[config.mk]
export PLATFORM = sky130hd
export DESIGN_NAME = dso_output_block
export DESIGN_NICKNAME = d
export VERILOG_FILES = /design/src/dso_pkg.sv /design/src/dso_output_block.sv /design/src/dso_ddr_out.sv
export SDC_FILE = /design/constraint.sdc
export NUM_CORES = 1
export LEC_CHECK = 0
export BUFFER_PORTS_ARGS = -buffer_cell sky130_fd_sc_hd__buf_2
export CORE_ASPECT_RATIO = 0.75
export CORE_MARGIN = 2
export CORE_UTILIZATION = 40
export DETAILED_ROUTE_END_ITERATION = 16
export GPL_ROUTABILITY_DRIVEN = 0
export SETUP_SLACK_MARGIN = 0.05
export SYNTH_ARGS = -nofsm -noshare
export SYNTH_HDL_FRONTEND = slang
export SYNTH_HIERARCHICAL = 1
export SYNTH_SLANG_ARGS = --single-unit
[constraint.sdc]
create_clock -name sys_clk -period 8.7 [get_ports sys_clk]
set_input_delay 0 -clock sys_clk [delete_from_list [all_inputs] [get_ports sys_clk]]
set_output_delay 0 -clock sys_clk [all_outputs]
set_load 0.03 [all_outputs]
[src/dso_pkg.sv]
/*
  Shared constants and types for the depth sensor output block: word widths,
  frame-ID layout, serial word phasing, marker history depth, reset values.
  Assumes nothing of its surroundings.
*/
`default_nettype none

package dso_pkg;

  // Link selection
  typedef enum logic {
    DSO_PAR,
    DSO_SER
  } dso_mode_t;

  localparam int unsigned WORD_W    = 12;     // Serial pixel word
  localparam int unsigned PAR_W     = 16;     // Parallel lanes
  localparam int unsigned SER_LANES = 3;      // Serial data pairs
  localparam int unsigned HIST_W    = 16;     // Marker delay history
  localparam int unsigned DLY_W     = 4;      // Marker delay field
  localparam int unsigned NUM_MARK  = 4;      // Frame, sub-frame, quad, row
  localparam int unsigned PH_W      = 3;

  // Serial phase: six bit intervals of two bits each
  localparam logic [PH_W-1:0] PH_FIRST  = 3'h0;
  localparam logic [PH_W-1:0] PH_HIGH   = 3'h3;  // Pixel clock high from here
  localparam logic [PH_W-1:0] PH_LAST   = 3'h5;

  // Frame-ID word layout
  localparam logic [7:0] FID_PAT    = 8'h55;     // Fixed pattern, bits 15..8
  localparam int unsigned FID_NUM_W = 4;         // Sub-frame and quad fields

  // Marker indices
  localparam int unsigned MK_FRAME = 0;
  localparam int unsigned MK_SUBF  = 1;
  localparam int unsigned MK_QUAD  = 2;
  localparam int unsigned MK_ROW   = 3;

  localparam dso_mode_t MODE_RST = DSO_PAR;

  // Whole state of the output block
  typedef struct packed {
    dso_mode_t                         mode;
    dso_mode_t                         mode_req;
    logic [PH_W-1:0]                   phase;
    logic [WORD_W-1:0]                 word_a;
    logic [WORD_W-1:0]                 word_b;
    logic [WORD_W-1:0]                 word_c;
    logic [SER_LANES-1:0]              ser_rise;
    logic [SER_LANES-1:0]              ser_fall;
    logic                              pclk;
    logic                              bclk;
    logic [PAR_W-1:0]                  par_rise;
    logic [PAR_W-1:0]                  par_fall;
    logic                              par_ck;
    logic                              fid_pend;
    logic [PAR_W-1:0]                  fid_word;
    logic                              vs_d;
    logic [NUM_MARK-1:0][HIST_W-1:0]   hist;
    logic [NUM_MARK-1:0]               marks;
  } dso_state_t;

  localparam dso_state_t STATE_RST = '{
    mode:     MODE_RST,
    mode_req: MODE_RST,
    default:  '0
  };

endpackage : dso_pkg

`default_nettype wire

[src/dso_output_block.sv]
/*
  Output stage of a time-of-flight depth sensor: programmable frame markers,
  a serial link of three data pairs with bit and pixel clock pairs, and a
  16-lane double-data-rate parallel link, each frame-ID led per quad.
  Assumes pixel taps, sync events and settings arrive on sys_clk.
*/
// What this block does
// Drive frame, sub-frame, quad and row markers at programmable delays.
// Offer serial and parallel links; carry pixels on the configured one.
// Serial mode uses three data pairs plus one pixel clock pair; the code also drives a bit clock pair.
// First and second serial pairs carry tap A minus tap B.
// Each serial difference value is a twelve-bit word.
// Pixel clock low for the first six bits, high for the last six.
// Host finds word boundaries from the pixel clock transitions.
// Serial bits go in pairs: even bit, then next odd bit, per interval.
// Parallel data changes on both edges of the output clock.
// Parallel output clock runs at the system clock frequency.
// After each vertical sync start a frame-ID word leads the pixels.
// Frame-ID holds 01010101, then sub-frame number, then quad number.
// Frame-ID uses the same lanes and clocking as pixel samples.
`timescale 1ns/1ps
`default_nettype none

module dso_output_block
  import dso_pkg::*;
(
  // Clock, reset, enable
  input  wire logic                 sys_clk,
  input  wire logic                 nrst,
  input  wire logic                 clk_en,
  // Configuration
  input  wire logic                 serial_sel,
  input  wire logic [DLY_W-1:0]     frame_mark_delay,
  input  wire logic [DLY_W-1:0]     subframe_mark_delay,
  input  wire logic [DLY_W-1:0]     quad_mark_delay,
  input  wire logic [DLY_W-1:0]     row_mark_delay,
  // Timing events
  input  wire logic                 frame_start_in,
  input  wire logic                 subframe_start_in,
  input  wire logic                 vertical_sync,
  input  wire logic                 row_start_in,
  input  wire logic [FID_NUM_W-1:0] subframe_number,
  input  wire logic [FID_NUM_W-1:0] quad_number,
  // Pixel source
  input  wire logic                 pix_valid,
  output logic                      pix_ready,
  input  wire logic [WORD_W-1:0]    tap_a0,
  input  wire logic [WORD_W-1:0]    tap_b0,
  input  wire logic [WORD_W-1:0]    tap_a1,
  input  wire logic [WORD_W-1:0]    tap_b1,
  input  wire logic [WORD_W-1:0]    aux_word,
  // Markers
  output logic                      frame_sync_out,
  output logic                      subframe_sync_out,
  output logic                      quad_sync_out,
  output logic                      row_sync_out,
  // Serial link
  output logic                      diff_data_pair_a_p,
  output logic                      diff_data_pair_a_n,
  output logic                      diff_data_pair_b_p,
  output logic                      diff_data_pair_b_n,
  output logic                      aux_data_pair_p,
  output logic                      aux_data_pair_n,
  output logic                      bit_clk_pair_p,
  output logic                      bit_clk_pair_n,
  output logic                      pix_clk_pair_p,
  output logic                      pix_clk_pair_n,
  // Parallel link
  output logic [PAR_W-1:0]          par_data_out,
  output logic                      par_clk_out
);

  logic                         rst_meta_ff;
  logic                         rst_q;
  dso_state_t                   s;
  dso_state_t                   nxt_s;
  logic [WORD_W-1:0]            diff_data_pair_a;
  logic [WORD_W-1:0]            diff_data_pair_b;
  logic                         vs_rise;
  logic                         fid_send;
  logic                         switching;
  logic [NUM_MARK-1:0]          mark_evt;
  logic [NUM_MARK-1:0][DLY_W-1:0] mark_dly;
  logic [SER_LANES+1:0]         ser_q;
  logic [PAR_W:0]               par_q;

  // Reset release through two flops
  always_ff @(posedge sys_clk or negedge nrst)
  begin
    if (!nrst)
    begin
      rst_meta_ff <= 1'b0;
      rst_q       <= 1'b0;
    end
    else
    begin
      rst_meta_ff <= 1'b1;
      rst_q       <= rst_meta_ff;
    end
  end

  // Tap difference, wraps in twelve bits
  assign diff_data_pair_a = tap_a0 - tap_b0;
  assign diff_data_pair_b = tap_a1 - tap_b1;

  assign vs_rise   = vertical_sync && !s.vs_d;
  assign switching = (s.mode_req != s.mode);

  // Marker events and delays by index
  assign mark_evt[MK_FRAME] = frame_start_in;
  assign mark_evt[MK_SUBF]  = subframe_start_in;
  assign mark_evt[MK_QUAD]  = vertical_sync;
  assign mark_evt[MK_ROW]   = row_start_in;
  assign mark_dly[MK_FRAME] = frame_mark_delay;
  assign mark_dly[MK_SUBF]  = subframe_mark_delay;
  assign mark_dly[MK_QUAD]  = quad_mark_delay;
  assign mark_dly[MK_ROW]   = row_mark_delay;

  // Source handshake: frame-ID first, serial takes one word per six cycles
  always_comb
  begin
    fid_send  = 1'b0;
    pix_ready = 1'b0;
    if (clk_en)
    begin
      if (s.mode == DSO_SER)
      begin
        fid_send  = (s.phase == PH_LAST) && s.fid_pend && !switching;
        pix_ready = (s.phase == PH_LAST) && !s.fid_pend && !switching;
      end
      else
      begin
        // Switch cycle carries zeros, so the frame-ID waits for the new link
        fid_send  = s.fid_pend && !switching;
        pix_ready = !s.fid_pend && !switching;
      end
    end
  end

  // Next state of the whole block
  always_comb
  begin
    nxt_s      = s;
    nxt_s.vs_d = vertical_sync;

    // Frame-ID capture; a new sync start beats a send in the same cycle
    if (vs_rise)
    begin
      nxt_s.fid_word = {FID_PAT, subframe_number, quad_number};
      nxt_s.mode_req = serial_sel ? DSO_SER : DSO_PAR;
    end
    nxt_s.fid_pend = vs_rise || (s.fid_pend && !fid_send);

    // Marker delay lines
    for (int i = 0; i < NUM_MARK; i++)
    begin
      nxt_s.hist[i]  = {s.hist[i][HIST_W-2:0], mark_evt[i]};
      nxt_s.marks[i] = nxt_s.hist[i][mark_dly[i]];
    end

    // Defaults: links quiet
    nxt_s.ser_rise = '0;
    nxt_s.ser_fall = '0;
    nxt_s.pclk     = 1'b0;
    nxt_s.bclk     = 1'b0;
    nxt_s.par_rise = '0;
    nxt_s.par_fall = '0;
    nxt_s.par_ck   = 1'b0;

    if (s.mode == DSO_SER)
    begin
      // Even bit in high half, odd bit in low half
      nxt_s.ser_rise = {s.word_c[2*s.phase], s.word_b[2*s.phase],
                        s.word_a[2*s.phase]};
      nxt_s.ser_fall = {s.word_c[2*s.phase+1], s.word_b[2*s.phase+1],
                        s.word_a[2*s.phase+1]};
      nxt_s.pclk     = (s.phase >= PH_HIGH);
      nxt_s.bclk     = 1'b1;
      if (s.phase == PH_LAST)
      begin
        nxt_s.phase  = PH_FIRST;
        nxt_s.word_a = '0;
        nxt_s.word_b = '0;
        nxt_s.word_c = '0;
        if (switching)
          nxt_s.mode = s.mode_req;
        else if (fid_send)
        begin
          // Frame-ID split over the two difference pairs
          nxt_s.word_a = s.fid_word[WORD_W-1:0];
          nxt_s.word_b = WORD_W'(s.fid_word >> WORD_W);
        end
        else if (pix_valid && pix_ready)
        begin
          nxt_s.word_a = diff_data_pair_a;
          nxt_s.word_b = diff_data_pair_b;
          nxt_s.word_c = aux_word;
        end
      end
      else
        nxt_s.phase = s.phase + 3'h1;
    end
    else
    begin
      // Parallel: a sample pair per cycle, clock follows sys_clk
      nxt_s.phase  = PH_FIRST;
      nxt_s.word_a = '0;
      nxt_s.word_b = '0;
      nxt_s.word_c = '0;
      nxt_s.par_ck = 1'b1;
      if (fid_send)
      begin
        nxt_s.par_rise = s.fid_word;
        nxt_s.par_fall = s.fid_word;
      end
      else if (pix_valid && pix_ready)
      begin
        nxt_s.par_rise = PAR_W'(diff_data_pair_a);
        nxt_s.par_fall = PAR_W'(diff_data_pair_b);
      end
      if (switching)
        nxt_s.mode = s.mode_req;
    end
  end

  // Single state register, frozen while the enable is low
  always_ff @(posedge sys_clk or negedge rst_q)
  begin
    if (!rst_q)
      s <= STATE_RST;
    else if (clk_en)
      s <= nxt_s;
  end

  // Serial pin cells: a, b, aux, bit clock, pixel clock
  dso_ddr_out #(.W(SER_LANES + 2)) u_ser_ddr (
    .sys_clk (sys_clk),
    .rst_n   (rst_q),
    .clk_en  (clk_en),
    .d_rise  ({s.pclk, s.bclk, s.ser_rise}),
    .d_fall  ({s.pclk, 1'b0, s.ser_fall}),
    .q       (ser_q)
  );

  // Parallel pin cells: clock on top, data below
  dso_ddr_out #(.W(PAR_W + 1)) u_par_ddr (
    .sys_clk (sys_clk),
    .rst_n   (rst_q),
    .clk_en  (clk_en),
    .d_rise  ({s.par_ck, s.par_rise}),
    .d_fall  ({1'b0, s.par_fall}),
    .q       (par_q)
  );

  // Pin mapping
  assign diff_data_pair_a_p = ser_q[0];
  assign diff_data_pair_a_n = ~ser_q[0];
  assign diff_data_pair_b_p = ser_q[1];
  assign diff_data_pair_b_n = ~ser_q[1];
  assign aux_data_pair_p    = ser_q[2];
  assign aux_data_pair_n    = ~ser_q[2];
  assign bit_clk_pair_p     = ser_q[3];
  assign bit_clk_pair_n     = ~ser_q[3];
  assign pix_clk_pair_p     = ser_q[4];
  assign pix_clk_pair_n     = ~ser_q[4];
  assign par_data_out       = par_q[PAR_W-1:0];
  assign par_clk_out        = par_q[PAR_W];
  assign frame_sync_out     = s.marks[MK_FRAME];
  assign subframe_sync_out  = s.marks[MK_SUBF];
  assign quad_sync_out      = s.marks[MK_QUAD];
  assign row_sync_out       = s.marks[MK_ROW];
endmodule : dso_output_block

`default_nettype wire

[src/dso_ddr_out.sv]
/*
  Double-data-rate output cell: drives the rise value while the clock is high
  and the fall value while it is low, one cycle after the values are given.
  Assumes a synchronised active-low reset and a clock enable on sys_clk.
*/
`timescale 1ns/1ps
`default_nettype none

module dso_ddr_out #(
  parameter int unsigned W = 1
) (
  // Clock and reset
  input  wire logic         sys_clk,
  input  wire logic         rst_n,
  input  wire logic         clk_en,
  // Data for each half cycle
  input  wire logic [W-1:0] d_rise,
  input  wire logic [W-1:0] d_fall,
  // Pin side
  output logic      [W-1:0] q
);

  logic [W-1:0] rise_ff;
  logic [W-1:0] fall_ff;
  logic [W-1:0] fall_neg_ff;

  // Capture both halves on the rising edge
  always_ff @(posedge sys_clk or negedge rst_n)
  begin
    if (!rst_n)
    begin
      rise_ff <= '0;
      fall_ff <= '0;
    end
    else if (clk_en)
    begin
      rise_ff <= d_rise;
      fall_ff <= d_fall;
    end
  end

  // Retime the low half so the mux never glitches at the rising edge
  always_ff @(negedge sys_clk or negedge rst_n)
  begin
    if (!rst_n)
      fall_neg_ff <= '0;
    else
      fall_neg_ff <= fall_ff;
  end

  // Half-cycle select
  assign q = sys_clk ? rise_ff : fall_neg_ff;

endmodule : dso_ddr_out

`default_nettype wire

==> impl_metrics.yaml <==
floorplanning:
  floorplan.initialDensity_pct: 40.92
  num_io_pins: 125
  fp.dieArea_um2: 26910
  core-area_um2: 25020
  die_w_um: 188.7
  die_y_um: 142.6
  num_rows: 50
grt:
  grt_pass1_vias: 7378
  antenna_found_initial: 0
  grt_max_degree: 122
  grt_overflow: 0
  grt_usage_pct: 18.38
  grt_pass1_wl_mm: 38.64
synth:
  synth_cells: 735
  ys_warn_count: 6
  ys_seq_elements: 217
  ys_seq_area_share_pct: 53.04
  netlist_area_um2: 10240
  syn_avg_cell_area_um2: 13.93
  synth_top_flop_cell: "dfrtp_1"
  synth_edf_count: 0
  synthArstFlopShare_pct: 100.0
  synth_cell_types: 65
min_path:
  hold_class: "input pin to flip-flop"
timing:
  slew_headroom_pct: 44.11
  slew_viol_final: 0
  fin_skew_ns: 0.04374
  hold_viol_final: 0
  grt_setup_unrepaired: "no"
  fin_ws_ns: 2.280
  setup_viol: 0
  worst_pin_slew_ns: 0.8332
  setup_tns_ns: 0
finish:
  utilization_pct: 53.55
  fillers: 2087
  fin_nets: 1071
  final_cell_mix: "dfrtp_1, buf_2, mux2_2, clkbuf_16, mux2_4"
  final_common_cell: "dfrtp_1"
  drive_gt1_share_pct: 38.58
  register_area_um2: 5434
  diodes: 0
  multi_input_comb_area_um2: 4464
  areaGrowthSynthToFinish_pct: 30.88
  final_cells: 1310
worst_setup_path:
  cp_max_fo: 4
  cp.arrival_ns: 6.42
  critPathLaunchType: "clock port"
  required_ns: 8.70
  crit_type: "clock port to output port"
  setup.worst_path.end_class: "output port"
detailed_routing:
  postRouteAntennaNets: 0
  firstDrtPassIters: 4
  vias_per_cell: 5.172
  drt_wl_total_mm: 23.82
  drt_iter0_markers: 318
  vias: 6775
  routedWlPerCell_um: 18.18
  drc: 0
clocking:
  cts_tree: "yes"
  clkSlewWorstSetupHoldPaths_ns: 0.06
  post_cts_buffers: 0
  clk_latency_ns: 0.64
  cts_resized: 0
pwr:
  power.density_nw_per_um2: 282.4
  peakVddDrop_mv: 0.2546
  power.leakage_nw: 6.380
placement:
  port_buffers: 124
  dp_worst_setup_slack_ns: 3.078
  hpwl_mm: 14.72
  place_inst: 1176
status:
  status: "finished, final reports clean"
run:
  max_cap_viol_count: 0
-- stage by stage --
stage / power [mW] / hold WS (ns) / cell area [um^2]
floorplan: 1.968 / -0.2956 / 10260
global placement: 2.107 / -0.2017 / 11160
detailed placement: 2.120 / -0.2029 / 11160
CTS: 3.841 / 0.008341 / 13400
global route: 3.976 / 0.05688 / 13400
finish: 3.784 / 0.01146 / 13400
-- metal layers --
| layer | wire length [um] | global-route usage [%] |
|---|---|---|
| met1 | 11680 | 26.38 |
| met2 | 9625 | 23.49 |
| met3 | 1850 | 7.618 |
| met4 | 654 | 9.046 |
| met5 | 0 | 0 |
-- registers in the layout, summed over array words and instances, names as in the netlist, 5 cells and up --
signal	count
u_ser_ddr/fall_neg_ff	5
u_par_ddr/rise_ff	17
u_ser_ddr/rise_ff	5
s	85
nxt_s	60
u_par_ddr/fall_neg_ff	17
u_par_ddr/fall_ff	17
u_ser_ddr/fall_ff	5
-- what timing repair did --
| action | in CTS | in global routing |
|---|---|---|
| endpoints found under the hold margin | 52 | 0 |
| hold buffers | 49 | 0 |
| endpoints found under the setup margin | 0 | 0 |
-- final timing paths --
| check | end | slack, ns | from | depth (start not counted) |
|---|---|---|---|---|
| setup / recovery | diff_data_pair_a_n | 2.28 | sys_clk | 14 |
| min in group asynchronous | rst_q | 0.26 | nrst | 3 |
| max in group asynchronous | u_par_ddr/fall_neg_ff[8] | 3.17 | rst_q | 1 |
| hold / removal | s[140] | 0.01 | tap_b1[1] | 4 |
| setup reg to reg | u_par_ddr/fall_neg_ff[8] | 3.17 | rst_q | 1 |
| hold reg to reg | s[146] | 0.28 | rst_q | 0 |
-- Yosys cell counts, types with 3 or more instances --
library cell / instances / area share (%)
a21oi_1: 20 / 0.98
o221ai_1: 3 / 0.26
buf_12: 3 / 0.59
o2bb2ai_1: 18 / 1.5
nand3_1: 6 / 0.29
inv_1: 38 / 1.4
clkbuf_1: 17 / 0.62
mux4_1: 12 / 3.1
a22o_1: 20 / 1.7
a21o_1: 7 / 0.51
nand2b_1: 5 / 0.31
xnor2_1: 15 / 1.3
dfrtp_1: 195 / 48
nand2_1: 33 / 1.2
and2_1: 5 / 0.31
o21ai_0: 19 / 0.93
mux2_2: 95 / 10
ha_1: 24 / 2.9
buf_6: 3 / 0.33
dfrtn_1: 22 / 5.4
o21a_1: 5 / 0.37
nor2_1: 21 / 0.77
and3_1: 3 / 0.18
a22oi_1: 9 / 0.66
buf_2: 8 / 0.39
xor2_1: 7 / 0.60
mux2_4: 50 / 7.3
mux4_2: 14 / 3.1
a221o_1: 8 / 0.78
nor2b_1: 7 / 0.43
-- critical path, cell delays in order --
cell,delay [ns]
clkbuf_16,0.12
clkbuf_16,0.13
clkbuf_16,0.13
clkbuf_16,0.13
clkbuf_16,0.13
clkbuf_16,0.14
clkbuf_16,0.16
clkbuf_16,0.16
mux2_2,0.32
clkbuf_16,0.16
clkbuf_16,0.13
clkbuf_16,0.13
inv_1,0.04
buf_2,0.18
-- where the power goes --
part           internal, mW  switching, mW
clock network          1.15          0.660
registers              1.21          0.163
logic                 0.327          0.272
total                  2.69           1.09
-- kinds of logic after synthesis --
logic type / count (synthesis) / share of synthesized area (%)
flip-flops: 217 / 53.04
multiplexers: 172 / 24.04
AO/OA/AOI/OAI: 133 / 9.850
AND/OR/NAND/NOR: 91 / 4.253
buffers and inverters: 72 / 3.544
adder cells (fa/ha/maj): 26 / 3.324
XOR/XNOR: 22 / 1.882
other: 2 / 0.07335
-- area by class of cell --
class	count	share of cell area, %
Clock buffer	102	13.33
Sequential cell	217	40.55
Tap cell	338	3.156
Timing Repair Buffer	152	7.759
Clock inverter	15	0.9057
Multi-Input combinational cell	451	33.31
Inverter	35	0.9804
No activity file was read; power rests on OpenSTA's default activity.
